<file path="config.mk">
export PLATFORM = sky130hd
export DESIGN_NAME = tx_line_overhead_insertion
export DESIGN_NICKNAME = d
export VERILOG_FILES = /design/src/core/tx_line_overhead_insertion.v
export VERILOG_INCLUDE_DIRS = /design/src /design/src/core
export SDC_FILE = /design/constraint.sdc
export NUM_CORES = 1
export LEC_CHECK = 0
export BUFFER_PORTS_ARGS = -buffer_cell sky130_fd_sc_hd__buf_4
export CAP_MARGIN = 20
export CORE_MARGIN = 3
export CORE_UTILIZATION = 55
export DETAILED_ROUTE_END_ITERATION = 16
export PLACE_DENSITY = 0.76
export SETUP_SLACK_MARGIN = 0.3
export SYNTH_ARGS = -nofsm -noshare
export SYNTH_HDL_FRONTEND = slang
export SYNTH_SLANG_ARGS = --single-unit
export TNS_END_PERCENT = 100
</file>
<file path="constraint.sdc">
create_clock -name core_clk -period 4.71 [get_ports core_clk]
set_input_delay 0.7065 -clock core_clk [delete_from_list [all_inputs] [get_ports core_clk]]
set_output_delay 0.7065 -clock core_clk [all_outputs]
set_load 0.01 [all_outputs]
</file>
<file path="src/core/tx_line_overhead_regs.vh">
`ifndef TX_LINE_OVERHEAD_REGS_VH
`define TX_LINE_OVERHEAD_REGS_VH

// Register byte addresses
`define TLO_ADDR_CONFIG 8'h00
`define TLO_ADDR_CONTROL 8'h04
`define TLO_ADDR_K1 8'h08
`define TLO_ADDR_K2 8'h0C
`define TLO_ADDR_STATUS 8'h10

// Reset values
`define TLO_CTRL_RESET 8'h00
`define TLO_CFG_RESET 2'h0
`define TLO_K_RESET 8'h00

// Control register bit positions
`define TLO_CTRL_DEFECT 0
`define TLO_CTRL_OW_PASS 1
`define TLO_CTRL_DCC_PASS 2
`define TLO_CTRL_PROT_PASS 3
`define TLO_CTRL_GROWTH_PASS 4
`define TLO_CTRL_SRC_SEL 5
`define TLO_CTRL_UNUSED_PASS 6
`define TLO_CTRL_PARITY_PASS 7

// Config register bit positions
`define TLO_CFG_RATE 0
`define TLO_CFG_RING 1

// Frame geometry, zero-based rows and column groups
`define TLO_ROW_LINE_FIRST 4'h3
`define TLO_ROW_APS 4'h4
`define TLO_ROW_DCC_FIRST 4'h5
`define TLO_ROW_DCC_LAST 4'h7
`define TLO_ROW_GROWTH 4'h8
`define TLO_ROW_LAST 4'h8
`define TLO_ROW_FIRST 4'h0
`define TLO_COL_FIRST 7'h00
`define TLO_COL_B2 7'h00
`define TLO_COL_K1 7'h01
`define TLO_COL_K2 7'h02
`define TLO_COL_Z2 7'h01
`define TLO_COL_E2 7'h02
`define TLO_COL_TOH_LAST 7'h02
`define TLO_COL_LAST 7'h59
`define TLO_STS_FIRST 2'h0
`define TLO_STS3_LAST 2'h2

// Inserted codes and serial framing
`define TLO_DEFECT_CODE 3'h6
`define TLO_SER_BIT_LAST 3'h7
`define TLO_PROT_BIT_LAST 4'hF

`endif

</file>
<file path="src/core/tx_line_overhead_insertion.v">
// Functional notes
// Line defect insert bit forces 110 into K2 bits 6 to 8.
// Defect also forced by discrete pin, or ring port when ring enabled.
// With no defect request, K2 bits 6 to 8 stay as selected.
// Orderwire pass bit passes the E2 input byte unaltered.
// STS-3 unused orderwire positions zeroed unless strobe, overhead port enable or unused pass.
// Orderwire pass clear: E2 comes from serial orderwire input.
// Data channel pass bit passes D4 to D12 input bytes unaltered.
// STS-3 unused data channel positions zeroed unless strobe, overhead port enable or unused pass.
// Data channel pass clear: D4 to D12 come from serial data input.
// Protection pass passes K1/K2; STS-3 unused K positions zeroed.
// Protection pass clear: K1/K2 from serial input or K registers.
// Growth pass bit passes every Z2 byte unaltered.
// Growth pass clear: Z2 carries far-end error count and zeros.
// Source select zero uses serial protection input, one uses K registers.
// Pass-through strobe outranks the selected protection source.
// STS-3 K1, K2, D4-D12, E2 of STS-1 #2 and #3 are unused.
// Unused positions zero, or passed when unused pass bit set.
// Parity pass passes B2, otherwise computed line parity inserted.
// Rate select 0 is STS-1, 1 is STS-3 interleave.
// Ring enable picks ring port or discrete pin for defect request.
// Row, column, STS counters synced to frame pulse locate each byte.
`timescale 1ns/1ps
`include "tx_line_overhead_regs.vh"

module tx_line_overhead_insertion (
  input wire core_clk,
  input wire srst,
  input wire psel,
  input wire penable,
  input wire pwrite,
  input wire [7:0] paddr,
  input wire [31:0] pwdata,
  output wire pready,
  output wire pslverr,
  output reg [31:0] prdata,
  input wire txByteValid,
  input wire txFrameStart,
  input wire [7:0] txByteIn,
  input wire bytePassThroughStrobe,
  input wire txOverheadPortEnable,
  input wire serialOverheadBitStrobe,
  input wire serialOrderwireInput,
  input wire serialLineDataChannelInput,
  input wire serialProtectionInput,
  input wire serialProtectionClock,
  input wire remoteDefectForceInput,
  input wire ringDefectRequest,
  input wire [3:0] farEndErrorCount,
  output reg [7:0] txByteOut_q,
  output reg txByteOutValid_q,
  output reg txFrameOut_q
);

  ////////////////////////////////////////////////////////////////////////
  // Register file
  reg [7:0] ctrl_q;
  reg [1:0] cfg_q;
  reg [7:0] k1Shadow_q;
  reg [7:0] k2Shadow_q;
  reg [7:0] k1Active_q;
  reg [7:0] k2Active_q;
  reg kPending_q;
  reg [3:0] rowIdx_q;
  reg [6:0] colIdx_q;
  reg [1:0] stsIdx_q;
  reg [31:0] rdData;
  reg addrHit;

  wire setupPhase = psel & ~penable;
  wire accessPhase = psel & penable;
  wire wrEn = accessPhase & pwrite & addrHit;
  wire frameTick = txByteValid & txFrameStart;

  assign pready = 1'b1;
  assign pslverr = accessPhase & ~addrHit;

  always @* begin
    addrHit = 1'b1;
    rdData = 32'h00000000;
    case (paddr)
      `TLO_ADDR_CONFIG: rdData[1:0] = cfg_q;
      `TLO_ADDR_CONTROL: rdData[7:0] = ctrl_q;
      `TLO_ADDR_K1: rdData[7:0] = k1Shadow_q;
      `TLO_ADDR_K2: rdData[7:0] = k2Shadow_q;
      `TLO_ADDR_STATUS: rdData[13:0] =
        {kPending_q, stsIdx_q, colIdx_q, rowIdx_q};
      default: addrHit = 1'b0;
    endcase
  end

  always @(posedge core_clk) begin
    if (srst) begin
      prdata <= 32'h00000000;
    end else if (setupPhase) begin
      prdata <= rdData;
    end
  end

  always @(posedge core_clk) begin
    if (srst) begin
      ctrl_q <= `TLO_CTRL_RESET;
      cfg_q <= `TLO_CFG_RESET;
      k1Shadow_q <= `TLO_K_RESET;
      k2Shadow_q <= `TLO_K_RESET;
    end else if (wrEn) begin
      if (paddr == `TLO_ADDR_CONTROL) begin
        ctrl_q <= pwdata[7:0];
      end
      if (paddr == `TLO_ADDR_CONFIG) begin
        cfg_q <= pwdata[1:0];
      end
      if (paddr == `TLO_ADDR_K1) begin
        k1Shadow_q <= pwdata[7:0];
      end
      if (paddr == `TLO_ADDR_K2) begin
        k2Shadow_q <= pwdata[7:0];
      end
    end
  end

  // K1 write arms the pair; both move at the next frame boundary
  wire k1Write = wrEn & (paddr == `TLO_ADDR_K1);
  always @(posedge core_clk) begin
    if (srst) begin
      k1Active_q <= `TLO_K_RESET;
      k2Active_q <= `TLO_K_RESET;
      kPending_q <= 1'b0;
    end else begin
      if (frameTick & kPending_q) begin
        k1Active_q <= k1Shadow_q;
        k2Active_q <= k2Shadow_q;
      end
      if (k1Write) begin
        kPending_q <= 1'b1;
      end else if (frameTick) begin
        kPending_q <= 1'b0;
      end
    end
  end

  ////////////////////////////////////////////////////////////////////////
  // Frame position
  wire sts3 = cfg_q[`TLO_CFG_RATE];
  // Frame start forces position zero, so a slipped count resyncs
  wire [3:0] curRow = txFrameStart ? `TLO_ROW_FIRST : rowIdx_q;
  wire [6:0] curCol = txFrameStart ? `TLO_COL_FIRST : colIdx_q;
  wire [1:0] curSts = txFrameStart ? `TLO_STS_FIRST : stsIdx_q;
  wire stsWrap = ~sts3 | (curSts >= `TLO_STS3_LAST);
  wire colWrap = curCol >= `TLO_COL_LAST;

  always @(posedge core_clk) begin
    if (srst) begin
      rowIdx_q <= `TLO_ROW_FIRST;
      colIdx_q <= `TLO_COL_FIRST;
      stsIdx_q <= `TLO_STS_FIRST;
    end else if (txByteValid) begin
      if (!stsWrap) begin
        stsIdx_q <= curSts + 2'h1;
        rowIdx_q <= curRow;
        colIdx_q <= curCol;
      end else begin
        stsIdx_q <= `TLO_STS_FIRST;
        if (!colWrap) begin
          colIdx_q <= curCol + 7'h01;
          rowIdx_q <= curRow;
        end else begin
          colIdx_q <= `TLO_COL_FIRST;
          rowIdx_q <= (curRow >= `TLO_ROW_LAST) ? `TLO_ROW_FIRST
                                                 : curRow + 4'h1;
        end
      end
    end
  end

  ////////////////////////////////////////////////////////////////////////
  // Serial orderwire and data channel bytes
  wire [1:0] serBit = {serialLineDataChannelInput, serialOrderwireInput};
  wire [15:0] serHoldAll;

  genvar c;
  generate
    for (c = 0; c < 2; c = c + 1) begin : gSer
      reg [7:0] shift_q;
      reg [2:0] count_q;
      reg [7:0] hold_q;
      always @(posedge core_clk) begin
        if (srst) begin
          shift_q <= 8'h00;
          count_q <= 3'h0;
          hold_q <= 8'h00;
        end else if (serialOverheadBitStrobe) begin
          shift_q <= {shift_q[6:0], serBit[c]};
          count_q <= count_q + 3'h1;
          if (count_q == `TLO_SER_BIT_LAST) begin
            hold_q <= {shift_q[6:0], serBit[c]};
          end
        end
      end
      assign serHoldAll[c*8 +: 8] = hold_q;
    end
  endgenerate

  wire [7:0] owSerialByte = serHoldAll[7:0];
  wire [7:0] dccSerialByte = serHoldAll[15:8];

  ////////////////////////////////////////////////////////////////////////
  // Serial protection channel, K1 then K2, MSB first
  reg protClkPrev_q;
  reg [15:0] protShift_q;
  reg [3:0] protCount_q;
  reg [15:0] protHold_q;
  // Pin idles low, matching the reset value, so no false edge
  wire protEdge = serialProtectionClock & ~protClkPrev_q;

  always @(posedge core_clk) begin
    if (srst) begin
      protClkPrev_q <= 1'b0;
      protShift_q <= 16'h0000;
      protCount_q <= 4'h0;
      protHold_q <= 16'h0000;
    end else begin
      protClkPrev_q <= serialProtectionClock;
      if (protEdge) begin
        protShift_q <= {protShift_q[14:0], serialProtectionInput};
        protCount_q <= protCount_q + 4'h1;
        if (protCount_q == `TLO_PROT_BIT_LAST) begin
          protHold_q <= {protShift_q[14:0], serialProtectionInput};
        end
      end
    end
  end

  wire srcReg = ctrl_q[`TLO_CTRL_SRC_SEL];
  wire [7:0] k1Source = srcReg ? k1Active_q : protHold_q[15:8];
  wire [7:0] k2Source = srcReg ? k2Active_q : protHold_q[7:0];

  ////////////////////////////////////////////////////////////////////////
  // Line parity per STS-1
  reg [7:0] outByte;
  wire [23:0] bipHoldAll;
  // Parity covers every byte except the section overhead
  wire inLine = (curRow >= `TLO_ROW_LINE_FIRST) |
                (curCol > `TLO_COL_TOH_LAST);

  genvar s;
  generate
    for (s = 0; s < 3; s = s + 1) begin : gBip
      reg [7:0] acc_q;
      reg [7:0] hold_q;
      always @(posedge core_clk) begin
        if (srst) begin
          acc_q <= 8'h00;
          hold_q <= 8'h00;
        end else if (frameTick) begin
          hold_q <= acc_q;
          acc_q <= 8'h00;
        end else if (txByteValid & inLine & (curSts == s)) begin
          acc_q <= acc_q ^ outByte;
        end
      end
      assign bipHoldAll[s*8 +: 8] = hold_q;
    end
  endgenerate

  ////////////////////////////////////////////////////////////////////////
  // Byte selection
  wire defectReq = cfg_q[`TLO_CFG_RING] ? ringDefectRequest
                                        : remoteDefectForceInput;
  wire defectOn = ctrl_q[`TLO_CTRL_DEFECT] | defectReq;
  wire bypass = bytePassThroughStrobe | txOverheadPortEnable;
  wire inToh = curCol <= `TLO_COL_TOH_LAST;
  wire stsOther = sts3 & (curSts != `TLO_STS_FIRST);
  wire atAps = inToh & (curRow == `TLO_ROW_APS);
  wire atK1 = atAps & (curCol == `TLO_COL_K1);
  wire atK2 = atAps & (curCol == `TLO_COL_K2);
  wire atB2 = atAps & (curCol == `TLO_COL_B2);
  wire atDcc = inToh & (curRow >= `TLO_ROW_DCC_FIRST) &
               (curRow <= `TLO_ROW_DCC_LAST);
  wire atGrow = inToh & (curRow == `TLO_ROW_GROWTH);
  wire atZ2 = atGrow & (curCol == `TLO_COL_Z2);
  wire atE2 = atGrow & (curCol == `TLO_COL_E2);
  wire atUnused = stsOther & (atK1 | atK2 | atDcc | atE2);
  wire [7:0] unusedByte =
    ctrl_q[`TLO_CTRL_UNUSED_PASS] ? txByteIn : 8'h00;

  always @* begin
    outByte = txByteIn;
    if (!bypass) begin
      if (atUnused) begin
        outByte = unusedByte; // see R5 see R8
      end else if (atB2) begin
        if (!ctrl_q[`TLO_CTRL_PARITY_PASS]) begin
          outByte = bipHoldAll[curSts*8 +: 8];
        end
      end else if (atK1) begin
        if (!ctrl_q[`TLO_CTRL_PROT_PASS]) begin
          outByte = k1Source;
        end
      end else if (atK2) begin
        if (!ctrl_q[`TLO_CTRL_PROT_PASS]) begin
          outByte = k2Source; // see R10
        end
      end else if (atDcc) begin
        if (!ctrl_q[`TLO_CTRL_DCC_PASS]) begin
          outByte = dccSerialByte; // see R7
        end
      end else if (atE2) begin
        if (!ctrl_q[`TLO_CTRL_OW_PASS]) begin
          outByte = owSerialByte; // see R4
        end
      end else if (atZ2) begin
        if (!ctrl_q[`TLO_CTRL_GROWTH_PASS]) begin
          outByte = (curSts == `TLO_STS_FIRST) ?
                    {4'h0, farEndErrorCount} : 8'h00;
        end
      end
    end
    // Defect code overlays every defined K2, other bits kept
    if (atK2 & ~stsOther & defectOn) begin
      outByte[2:0] = `TLO_DEFECT_CODE;
    end
  end

  ////////////////////////////////////////////////////////////////////////
  // Output stage
  always @(posedge core_clk) begin
    if (srst) begin
      txByteOut_q <= 8'h00;
      txByteOutValid_q <= 1'b0;
      txFrameOut_q <= 1'b0;
    end else begin
      txByteOutValid_q <= txByteValid;
      txFrameOut_q <= frameTick;
      if (txByteValid) begin
        txByteOut_q <= outByte;
      end
    end
  end

endmodule

</file>
== Yosys cells after proc, flatten, opt, wreduce, memory -nomap -nowiden ==
Index checks and enable logic that the tools add are counted.

* Word-level logic and storage cells: 148
* Bits in writable memories: 0
* Input bits: 68
* Latch bits: 0
* Memories kept: 0
* Output and inout port bits: 44
* Register bits after elaboration: 200
* ROM bits: 0

* Eq/ne operators: 13
* $lt $le $gt $ge: 8
* Bitwise gates (word level): 41
* Divide/modulo/power cells: 0
* Shifts and indexed selects: 1
* $add $sub $neg: 6
* Multiplexer cells: 35
* Reductions and logical operators: 14
* Multipliers: 0

{| class="wikitable"
|+ Operators with widths
! kind !! count
|-
| 2-to-1 mux 8 bit || 17
|-
| bitwise AND 1 bit || 26
|-
| case mux 6 bit (4 select lines) || 1
|-
| variable part select 24 x 6 -> 8 bit || 1
|-
| bitwise XOR 8 bit || 3
|-
| 2-to-1 mux 7 bit || 3
|-
| 2-to-1 mux 4 bit || 5
|-
| == test 8 x 4 -> 1 bit (second input constant) || 2
|-
| AND reduction 2 bit || 7
|-
| case mux 2 bit (5 select lines) || 1
|-
| adder 4 x 1 -> 4 bit (second input constant) || 2
|-
| == test 4 bit (second input constant) || 2
|-
| == test 8 x 3 -> 1 bit (second input constant) || 1
|-
| == test 8 x 5 -> 1 bit (second input constant) || 1
|-
| logical NOT 8 bit || 1
|-
| adder 7 x 1 -> 7 bit (second input constant) || 1
|-
| == test 7 x 1 -> 1 bit (second input constant) || 1
|-
| == test 7 x 2 -> 1 bit (second input constant) || 1
|-
| >= comparator 7 bit (second input constant) || 1
|-
| greater-than comparator 7 x 2 -> 1 bit (second input constant) || 1
|-
| less-or-equal comparator 7 x 2 -> 1 bit (second input constant) || 1
|-
| logical NOT 7 bit || 1
|-
| bitwise OR 1 bit || 7
|-
| adder 3 x 1 -> 3 bit (second input constant) || 2
|-
| 19 further kinds || 29
|}

== Logic depth before layout (Yosys ltp) ==
Gate-level depths: netlist (run 1).

* Depth after elaboration: 14
* Depth in mapped cells: 15
* Depth with buffers taken out: 11

== Worst setup path after synthesis (run 1) ==
Ideal clock, no wire load.

* Kind: input to register
* From: input port txFrameStart
* To: register gBip[0].acc_q[0]
* Slack: 0.864 ns
* Data required time: 4.638 ns
* Stages on the path: 14
* Library setup time: 0.072 ns
* Buffers on the path: 3
* Arrival time: 3.775 ns
* Cells stage by stage: clkbuf_1 > inv_1 > clkbuf_1 > nand2_1 > inv_1 > ha_1 > clkbuf_1 > or4b_2 > a2111oi_2 > o21ai_0 > o211ai_1 > o211ai_1 > a21oi_1 > mux2i_1

* Word-level cells in the longest chain between the ends: 14
* Elaborated cells on any way between the ends: 51
* Those cells by class: 5 x order compare; 4 x eq/ne; 1 x shift; 15 x mux; 22 x bitwise; 4 x reduce/logical

{| class="wikitable"
|+ Ends and longest elaborated chain
! item !! RTL line !! source
|-
| from (decl) || tx_line_overhead_insertion.v:38 || <nowiki>input wire txFrameStart,</nowiki>
|-
| 2-to-1 mux 7 bit, or another cell as far along || tx_line_overhead_insertion.v:147 || <nowiki>wire [6:0] curCol = txFrameStart ? `TLO_COL_FIRST : colIdx_q;</nowiki>
|-
| less-or-equal comparator 7 x 2 -> 1 bit (no line), or another cell as far along || -- ||
|-
| bitwise AND 1 bit / 2-to-1 mux 4 bit (equally long branches) || tx_line_overhead_insertion.v:280, tx_line_overhead_insertion.v:314 ||
|-
| bitwise AND 1 bit / 2-to-1 mux 8 bit (equally long branches) || tx_line_overhead_insertion.v:281, tx_line_overhead_insertion.v:313 ||
|-
| 2-to-1 mux 8 bit || tx_line_overhead_insertion.v:312 || <nowiki>end else if (atZ2) begin</nowiki>
|-
| 2-to-1 mux 8 bit || tx_line_overhead_insertion.v:308 || <nowiki>end else if (atE2) begin</nowiki>
|-
| 2-to-1 mux 8 bit || tx_line_overhead_insertion.v:304 || <nowiki>end else if (atDcc) begin</nowiki>
|-
| 2-to-1 mux 8 bit || tx_line_overhead_insertion.v:300 || <nowiki>end else if (atK2) begin</nowiki>
|-
| 2-to-1 mux 8 bit || tx_line_overhead_insertion.v:296 || <nowiki>end else if (atK1) begin</nowiki>
|-
| 2-to-1 mux 8 bit || tx_line_overhead_insertion.v:292 || <nowiki>end else if (atB2) begin</nowiki>
|-
| 2-to-1 mux 8 bit || tx_line_overhead_insertion.v:290 || <nowiki>if (atUnused) begin</nowiki>
|-
| 2-to-1 mux 8 bit || tx_line_overhead_insertion.v:289 || <nowiki>if (!bypass) begin</nowiki>
|-
| 2-to-1 mux 3 bit || tx_line_overhead_insertion.v:320 || <nowiki>if (atK2 & ~stsOther & defectOn) begin</nowiki>
|-
| bitwise XOR 8 bit || tx_line_overhead_insertion.v:259 || <nowiki>acc_q <= acc_q ^ outByte;</nowiki>
|-
| to (signal assigned) || tx_line_overhead_insertion.v:259 ||
|-
| to (decl) || tx_line_overhead_insertion.v:249 || <nowiki>reg [7:0] acc_q;</nowiki>
|}

Several ways; a longest one is shown, not always the timed one.
A chain may end at the register's enable or synchronous reset.

== Final worst setup path (run 1) ==
* From: input port txFrameStart
* To: register gBip[2].acc_q[5]

* Word-level cells in the longest chain between the ends: 13
* Elaborated cells on any way between the ends: 45
* Those cells by class: 5 x order compare; 5 x eq/ne; 1 x shift; 12 x mux; 19 x bitwise; 3 x reduce/logical

{| class="wikitable"
|+ Ends and longest elaborated chain
! item !! RTL line !! source
|-
| 2-to-1 mux 7 bit / 2-to-1 mux 4 bit (equally long branches) || tx_line_overhead_insertion.v:147, tx_line_overhead_insertion.v:146 ||
|-
| less-or-equal comparator 7 x 2 -> 1 bit (no line) / == test 4 bit (equally long branches) || -- ||
|-
| bitwise AND 1 bit || tx_line_overhead_insertion.v:280 || <nowiki>wire atGrow = inToh & (curRow == `TLO_ROW_GROWTH);</nowiki>
|-
| bitwise AND 1 bit || tx_line_overhead_insertion.v:281 || <nowiki>wire atZ2 = atGrow & (curCol == `TLO_COL_Z2);</nowiki>
|-
| 2-to-1 mux 8 bit || tx_line_overhead_insertion.v:312 ||
|-
| 2-to-1 mux 8 bit || tx_line_overhead_insertion.v:308 ||
|-
| 2-to-1 mux 8 bit || tx_line_overhead_insertion.v:304 ||
|-
| 2-to-1 mux 8 bit || tx_line_overhead_insertion.v:300 ||
|-
| 2-to-1 mux 8 bit || tx_line_overhead_insertion.v:296 ||
|-
| 2-to-1 mux 8 bit || tx_line_overhead_insertion.v:292 ||
|-
| 2-to-1 mux 8 bit || tx_line_overhead_insertion.v:290 ||
|-
| 2-to-1 mux 8 bit || tx_line_overhead_insertion.v:289 ||
|-
| bitwise XOR 8 bit || tx_line_overhead_insertion.v:259 ||
|-
| to (signal assigned) || tx_line_overhead_insertion.v:259 ||
|-
| to (decl) || tx_line_overhead_insertion.v:249 ||
|}

Several ways; a longest one is shown, not always the timed one.

==> out/results.tsv, run 1 <==
metric	value	unit
fillers	1533	
synthesis.yosys.warnings	0	
max_cap_violations	0	
cp_num_cells	11	
pwr_density_cell	323	mW/mm2
final-setup-viol-count	0	
post-synth-top-area-cell	sky130_fd_sc_hd__dfxtp_1	
synth-edff-count	0	
synth_unique_cells	78	
power	3.53	mW
total_number_of_placement_rows	48	
startpoint_type	input port	
floorplan.core_area	0.0174	mm2
clk_pin_slew_worst_paths	0.07	ns
async_set_or_reset_register_ratio_after_synthesis	0	%
path_cells	buf_4, inv_1, nand2_1, inv_1, ha_1, nand2b_1, and4_1, mux4_2, a21oi_1, o21ai_0, mux2i_1	
cts_made_buffers	17	
clock_tree_buffer_depth	2	
grt_setup_unrepaired	no	
design.final.nets	1269	
maxClockFrequency	0.267	GHz
worstHoldPathType	flop to flop	
critical_path_arrival	4.07	ns
p_leak	4.11	nW
dominantRegCellSynth	sky130_fd_sc_hd__dfxtp_1	
synth_fa_ha_area_share	1.91	%
vias	8653	
worst_setup_path_end_kind	flop	
first_iter_violations	879	
cp_top_family	simple AND/OR/NAND/NOR gates	
worst_setup_path_startpoint	txFrameStart	
starting_density	56.6	%
count_of_pins_on_the_block_boundary	112	
fin_area	0.0109	mm2
timing.slew.headroom	23.5	%
worst_skew_pair_latency	0.44	ns
grt_remaining_overflow	0	
worst_path_most_repeated_cell	sky130_fd_sc_hd__inv_1	
setup.worst_path.end	gBip[2].acc_q[5]	
depth_of_the_most_critical_reg_to_reg_path	9	
report.final.slew_viol_count	0	
cts_root_buf	sky130_fd_sc_hd__clkbuf_16	
synth_top_family_by_area	simple AND/OR/NAND/NOR gates	
avgViaCountPerCell	6.08	
peakVddDrop	0.268	mV
fin_crit_sh	79.6	%
synthTopCellsByArea	sky130_fd_sc_hd__dfxtp_1, sky130_fd_sc_hd__nand2_1, sky130_fd_sc_hd__mux2i_1, sky130_fd_sc_hd__a21oi_1, sky130_fd_sc_hd__nor2_1	
worstPathMaxFanout	14	
drt-pass1-iter-count	5	
number_of_endpoints_with_negative_hold_slack_in_the_final_report	0	
post_synth_mux_area_share	9.93	%
critical_path_buf_inv_count	3	
timing.rr.end	gBip[2].acc_q[5]	
netlist_area	0.00982	mm2
seq_total_area_yosys	40.8	%
grt_util_all_layers	26.5	%
die_outline_area	0.0195	mm2
post-route-drc-count	0	
synth_top_area_share	40.8	%
clkSinkCount	200	
tightestPinTransition	1.15	ns
dpl-instance-area	0.0103	mm2
h-tree-depth	4	
drive_gt1_share	12.6	%
synth_seq_cells	200	
antenna_cells	0	
synth-simple-area-share	21.6	%
critical_path.max_stage_delay	0.60	ns
path_class	input port to flop	
grt_first_pass_wirelength	41900	um
holdWs	0.454	ns
cpMaxStageDelayCell	sky130_fd_sc_hd__mux4_2	
post_drt_antenna_nets	0	
place_congestion	0.958	
die_height	140	um
outcome	finished clean	
detail_route.wirelength	26400	um
largest_net_degree_at_the_start_of_global_routing	85	
routedWlPerCell	18.6	um
synth_compound_area_share	19.8	%
cts_tree	built	
initial_antenna_violation_count	0	
postCtsSetupRepairBufs	0	
synth_xor_xnor_area_share	0.446	%
setup.reg_to_reg.worst_slack	1.30	ns
timing.clock.skew	0.0122	ns
worstReg2RegStart	colIdx_q[1]	
dieWidth	140	um
worst-endpoint-required	5.03	ns
hold_buffers	0	
post_cts_resized	0	
finalCriticalPeriod	3.75	ns
netlist_instances	1169	
first_global_vias	8013	
place.port_buffers	68	
final_layout_setup_total_negative_slack	0	ns
area_growth_syn_to_layout	11.3	%
detailed_place_hpwl	18500	um
avgSynthCellArea	8.40	um2
[power by group]
part | internal (mW) | switching (mW) | leakage (nW)
Clock | 0.866 | 0.695 | 0.302
Sequential | 1.71 | 0.0143 | 1.62
Combinational | 0.0885 | 0.155 | 2.20
[layout by cell type (no fill, tap or decap), types with 12 or more instances in the layout]
cell type and instances:
sky130_fd_sc_hd__mux2_2 19, sky130_fd_sc_hd__conb_1 19, sky130_fd_sc_hd__nand2_1 207, sky130_fd_sc_hd__nor2_1 84
sky130_fd_sc_hd__mux2i_1 67, sky130_fd_sc_hd__dfxtp_1 200, sky130_fd_sc_hd__ha_1 15, sky130_fd_sc_hd__a21oi_1 103
sky130_fd_sc_hd__buf_4 79, sky130_fd_sc_hd__clkbuf_16 17, sky130_fd_sc_hd__nand2b_1 27, sky130_fd_sc_hd__nand3_1 42
sky130_fd_sc_hd__o21ai_0 44, sky130_fd_sc_hd__nand4_1 13, sky130_fd_sc_hd__nor3_1 16, sky130_fd_sc_hd__a22o_1 28
sky130_fd_sc_hd__nor2b_1 12, sky130_fd_sc_hd__inv_1 17
[synth_stat cells (6+ instances only)]
master / number
sky130_fd_sc_hd__nand2_1: 207
sky130_fd_sc_hd__dfxtp_1: 200
sky130_fd_sc_hd__a21oi_1: 104
sky130_fd_sc_hd__nor2_1: 84
sky130_fd_sc_hd__mux2i_1: 67
sky130_fd_sc_hd__clkbuf_1: 62
sky130_fd_sc_hd__o21ai_0: 44
sky130_fd_sc_hd__nand3_1: 42
sky130_fd_sc_hd__a22o_1: 28
sky130_fd_sc_hd__nand2b_1: 27
sky130_fd_sc_hd__buf_4: 20
sky130_fd_sc_hd__mux2_2: 19
sky130_fd_sc_hd__inv_1: 17
sky130_fd_sc_hd__nor3_1: 17
sky130_fd_sc_hd__ha_1: 15
sky130_fd_sc_hd__nand4_1: 13
sky130_fd_sc_hd__nor2b_1: 12
sky130_fd_sc_hd__o32a_1: 10
sky130_fd_sc_hd__or3_1: 10
sky130_fd_sc_hd__o211ai_1: 9
sky130_fd_sc_hd__buf_1: 8
sky130_fd_sc_hd__o2bb2ai_1: 8
sky130_fd_sc_hd__a211oi_1: 7
sky130_fd_sc_hd__a222oi_1: 7
sky130_fd_sc_hd__a31oi_1: 6
sky130_fd_sc_hd__or2_2: 6
[registers in the layout, summed over array words and instances (netlist names), 14 cells and up]
name and cells:
gBip.hold_q 24, gBip.acc_q 24, prdata 14, gSer.shift_q 14, protHold_q 16, protShift_q 15
[cells by family after synthesis]
family | Yosys count
adder cells (fa/ha/maj) | 15
buffers and inverters | 116
XOR/XNOR | 5
AO/OA/AOI/OAI | 287
AND/OR/NAND/NOR | 454
multiplexers | 90
other | 2
flip-flops | 200
[through the flow]
step | setup slack (ns) | util, % | std cells
2_1_floorplan | 0.864 | - | 1186
3_3_place_gp | 0.693 | 59.3 | 1391
3_5_place_dp | 0.618 | 59.3 | 1391
4_1_cts | 1.05 | 62.9 | 1422
5_1_grt | 0.722 | 62.9 | 1423
6_report | 0.960 | 62.9 | 1423
[final cells by class]
| type | instances | area (um2) | share of cell area [%] |
|---|---|---|---|
| clock buffers | 18 | 439 | 4.02 |
| clock inverters | 13 | 186 | 1.71 |
| inverters | 18 | 67.6 | 0.618 |
| multi-input cells | 870 | 5350 | 49.0 |
| flip-flops and latches | 200 | 4000 | 36.6 |
| well taps | 225 | 282 | 2.58 |
| repair buffers | 79 | 593 | 5.43 |
[worst min-delay path by stage]
stage | from | to | slack, ns | cells after the start
global placement | k2Active_q[0] | k2Active_q[0] | 0.44 | 2
finish | protShift_q[14] | protHold_q[15] | 0.45 | 2
global route | protShift_q[14] | protShift_q[14] | 0.48 | 2
CTS | protShift_q[14] | protHold_q[15] | 0.45 | 2
floorplan | protShift_q[14] | protHold_q[15] | 0.43 | 2
detailed placement | protShift_q[14] | protHold_q[15] | 0.44 | 2
[routing by layer]
metal  track usage [%]  wire length (um)  up-vias
met1              36.2             11500     4101
li1                  -                 -     4190
met3              4.78              1730       54
met4              9.54               803        0
met5                 0                 0        -
met2              42.4             12400      308
[worst min-delay path, cell delays in order (launching register included)]
cell and delay (ns):
sky130_fd_sc_hd__dfxtp_1 0.31, sky130_fd_sc_hd__nand2_1 0.05, sky130_fd_sc_hd__a21oi_1 0.05
Power figures use the tool's default switching activity.
==> run 2: changes to the inputs <==
==> constraint.sdc (replaced) <==
create_clock -name core_clk -period 3.5 [get_ports core_clk]
set_input_delay 0.525 -clock core_clk [delete_from_list [all_inputs] [get_ports core_clk]]
set_output_delay 0.525 -clock core_clk [all_outputs]
set_load 0.01 [all_outputs]
==> out/results.tsv, run 2 (same netlist as run 1, synthesis figures left out) <==
metric	value	unit	change
pwr_density_cell	425	mW/mm2	was 323 mW/mm2
first_global_vias	8263		was 8,013
drive_gt1_share	15.2	%	was 12.6%
leading_cell_types_in_the_layout_fill_and_taps_excluded	sky130_fd_sc_hd__nand2_1, sky130_fd_sc_hd__dfxtp_1, sky130_fd_sc_hd__buf_4		was sky130_fd_sc_hd__nand2_1, sky130_fd_sc_hd__dfxtp_1, sky130_fd_sc_hd__a21oi_1
place.port_buffers	68		unchanged
peakVddDrop	0.343	mV	was 0.268 mV
timing.clock.skew	0.00910	ns	was 0.0122 ns
die_outline_area	0.0195	mm2	unchanged
cts_tree	built		unchanged
routedWlPerCell	18.5	um	was 18.6 um
die_height	140	um	unchanged
power	4.77	mW	was 3.53 mW
fin_crit_sh	86.1	%	
end_point_of_the_worst_hold_path	protClkPrev_q		was protHold_q[15]
dieWidth	140	um	unchanged
final.setup.worst_slack	0.488	ns	was 0.960 ns
worst_skew_pair_latency	0.45	ns	was 0.44 ns
count_of_pins_on_the_block_boundary	112		unchanged
starting_density	56.6	%	unchanged
timing.rr.end	gBip[2].acc_q[2]		was gBip[2].acc_q[5]
clkSinkCount	200		unchanged
path_cells	nand2_1, inv_1, ha_1, or4b_4, a2111oi_4, o21ai_0, nor3_1, nor3_1, buf_4, o2bb2ai_1, mux2i_1		was buf_4, inv_1, nand2_1, inv_1, ha_1, nand2b_1, and4_1, mux4_2, a21oi_1, o21ai_0, mux2i_1
maxClockFrequency	0.332	GHz	
startpoint_type	flop		was input port
setup.reg_to_reg.worst_slack	0.49	ns	was 1.30 ns
post-route-drc-count	0		unchanged
fillers	1470		was 1,533
gr-usage-met3	4.67	%	was 4.78%
path_class	flop to flop		was input port to flop
hold_buffers	0		unchanged
grt_remaining_overflow	0		unchanged
vias	8830		was 8,653
drt-pass1-iter-count	6		was 5
final_layout_setup_total_negative_slack	0	ns	unchanged
clk_pin_slew_worst_paths	0.08	ns	was 0.07 ns
report.final.slew_viol_count	0		unchanged
p_leak	4.28	nW	was 4.11 nW
design.final.nets	1301		was 1,269
largest_registers	gBip.acc_q: 24 flops, gBip.hold_q: 24 flops, protHold_q: 16 flops		unchanged
largest_net_degree_at_the_start_of_global_routing	86		was 85
final-setup-viol-count	0		unchanged
cts_made_buffers	17		unchanged
grt_util_met1	37.4	%	was 36.2%
dpl_worst_slack	0.124	ns	was 0.618 ns
layoutNonFillerInstCount	1456		was 1,423
worst_path_most_repeated_cell	sky130_fd_sc_hd__nor3_1		was sky130_fd_sc_hd__inv_1
detailed_place_hpwl	18800	um	was 18,500 um
cts_root_buf	sky130_fd_sc_hd__clkbuf_16		unchanged
worst_hold_startpoint	serialProtectionClock		was protShift_q[14]
grt_first_pass_wirelength	43100	um	was 41,900 um
ff_latch_area	0.00400	mm2	unchanged
antenna_cells	0		unchanged
max_cap_violations	0		unchanged
met2_usage	42.4	%	about the same
grt_util_all_layers	27.3	%	was 26.5%
timing.slew.headroom	31.7	%	was 23.5%
worst_setup_path_end_kind	flop		unchanged
initial_antenna_violation_count	0		unchanged
finalCriticalPeriod	3.01	ns	
clock_tree_buffer_depth	2		unchanged
avgViaCountPerCell	6.06		was 6.08
depth_of_the_most_critical_reg_to_reg_path	11		was 9
total_number_of_placement_rows	48		unchanged
post_drt_antenna_nets	0		unchanged
h-tree-depth	4		unchanged
first_iter_violations	862		was 879
place.detailed.instances	1421		was 1,391
place_congestion	0.938		was 0.958
detail_route.wirelength	26900	um	was 26,400 um
outcome	finished clean		unchanged
layout_commonest_cell	sky130_fd_sc_hd__nand2_1		unchanged
worstHoldPathType	input port to flop		was flop to flop
area_growth_syn_to_layout	14.2	%	was 11.3%
critical_path_arrival	3.39	ns	was 4.07 ns
total_area_of_multi_input_combinational_cells	0.00538	mm2	was 0.00535 mm2
worstPathMaxFanout	4		was 14
critical_path.max_stage_delay	0.54	ns	was 0.60 ns
cpMaxStageDelayCell	sky130_fd_sc_hd__or4b_4		was sky130_fd_sc_hd__mux4_2
tightestPinTransition	1.02	ns	was 1.15 ns
whs_path_depth	2		unchanged
global_route_hottest_layer	met2		unchanged
floorplan.core_area	0.0174	mm2	unchanged
critical_path_buf_inv_count	2		was 3
worst-endpoint-required	3.88	ns	was 5.03 ns
cp_top_family	simple AND/OR/NAND/NOR gates		unchanged
grt_setup_unrepaired	no		unchanged
worstReg2RegStart	colIdx_q[0]		was colIdx_q[1]
number_of_endpoints_with_negative_hold_slack_in_the_final_report	0		unchanged
[run 2: cell count changes in the layout (fill, tap and decap cells not counted), moves of 2 or more]
cell,delta
sky130_fd_sc_hd__buf_4,+32
sky130_fd_sc_hd__inv_8,-2
sky130_fd_sc_hd__inv_12,+4
sky130_fd_sc_hd__clkinv_8,+6
sky130_fd_sc_hd__bufinv_16,-3
[run 2: layout make-up]
type                            count  share of cell area (%)
Sequential cell                   200                    35.7
Tap cell                          225                    2.51
Multi-Input combinational cell    870                    47.9
Clock buffer                       17                    3.79
Timing Repair Buffer              111                    7.43
Clock inverter                     15                    2.02
Inverter                           18                   0.602
[run 2: per-stage QoR]
step | util (%) | hold slack [ns] | area, um2
after floorplan | - | 0.432 | 9910
after global routing | 64.6 | 0.333 | 11200
after detailed placement | 60.7 | 0.445 | 10500
after global placement | 60.7 | 0.440 | 10500
final | 64.6 | 0.299 | 11200
after CTS | 64.5 | 0.292 | 11200
[run 2: timing repair]
item / 4_1_cts / 5_1_grt
endpoints found under the setup margin: 0 / 5
hold endpoints to repair: 0 / 0
gates resized for setup: 0 / 1
buffers inserted: 0 / 2
[run 2: how the worst max path moves through the flow]
stage | startpoint | end | slack (ns) | cells after the start
6_report | colIdx_q[0] | gBip[2].acc_q[2] | 0.49 | 11
3_5_place_dp | txFrameStart | gBip[2].acc_q[3] | 0.12 | 12
5_1_grt | txFrameStart | gBip[2].acc_q[1] | 0.36 | 12
4_1_cts | colIdx_q[3] | gBip[1].acc_q[5] | 0.44 | 7
2_1_floorplan | txFrameStart | gBip[0].acc_q[0] | 0.33 | 14
3_3_place_gp | txFrameStart | gBip[2].acc_q[2] | 0.16 | 13
[run 2: worst reg2reg max path, delay by kind of cell, from the launching register on]
family          cells  cell delay, ns
compound gates      3            0.79
fa+ha+maj           1            0.26
buf+inv             2            0.28
flops               1            0.40
mux                 1            0.21
simple gates        4            0.99
[run 2: report_power, final]
part / internal, mW / switching (mW)
Sequential: 2.30 / 0.0180
Combinational: 0.128 / 0.212
Clock: 1.01 / 1.10
Total: 3.44 / 1.33
[run 2: layer usage]
metal,part of all wire (%),up-vias
met5,0,-
met4,3.1,0
met3,7.1,65
met2,46,341
met1,44,4175
li1,-,4249
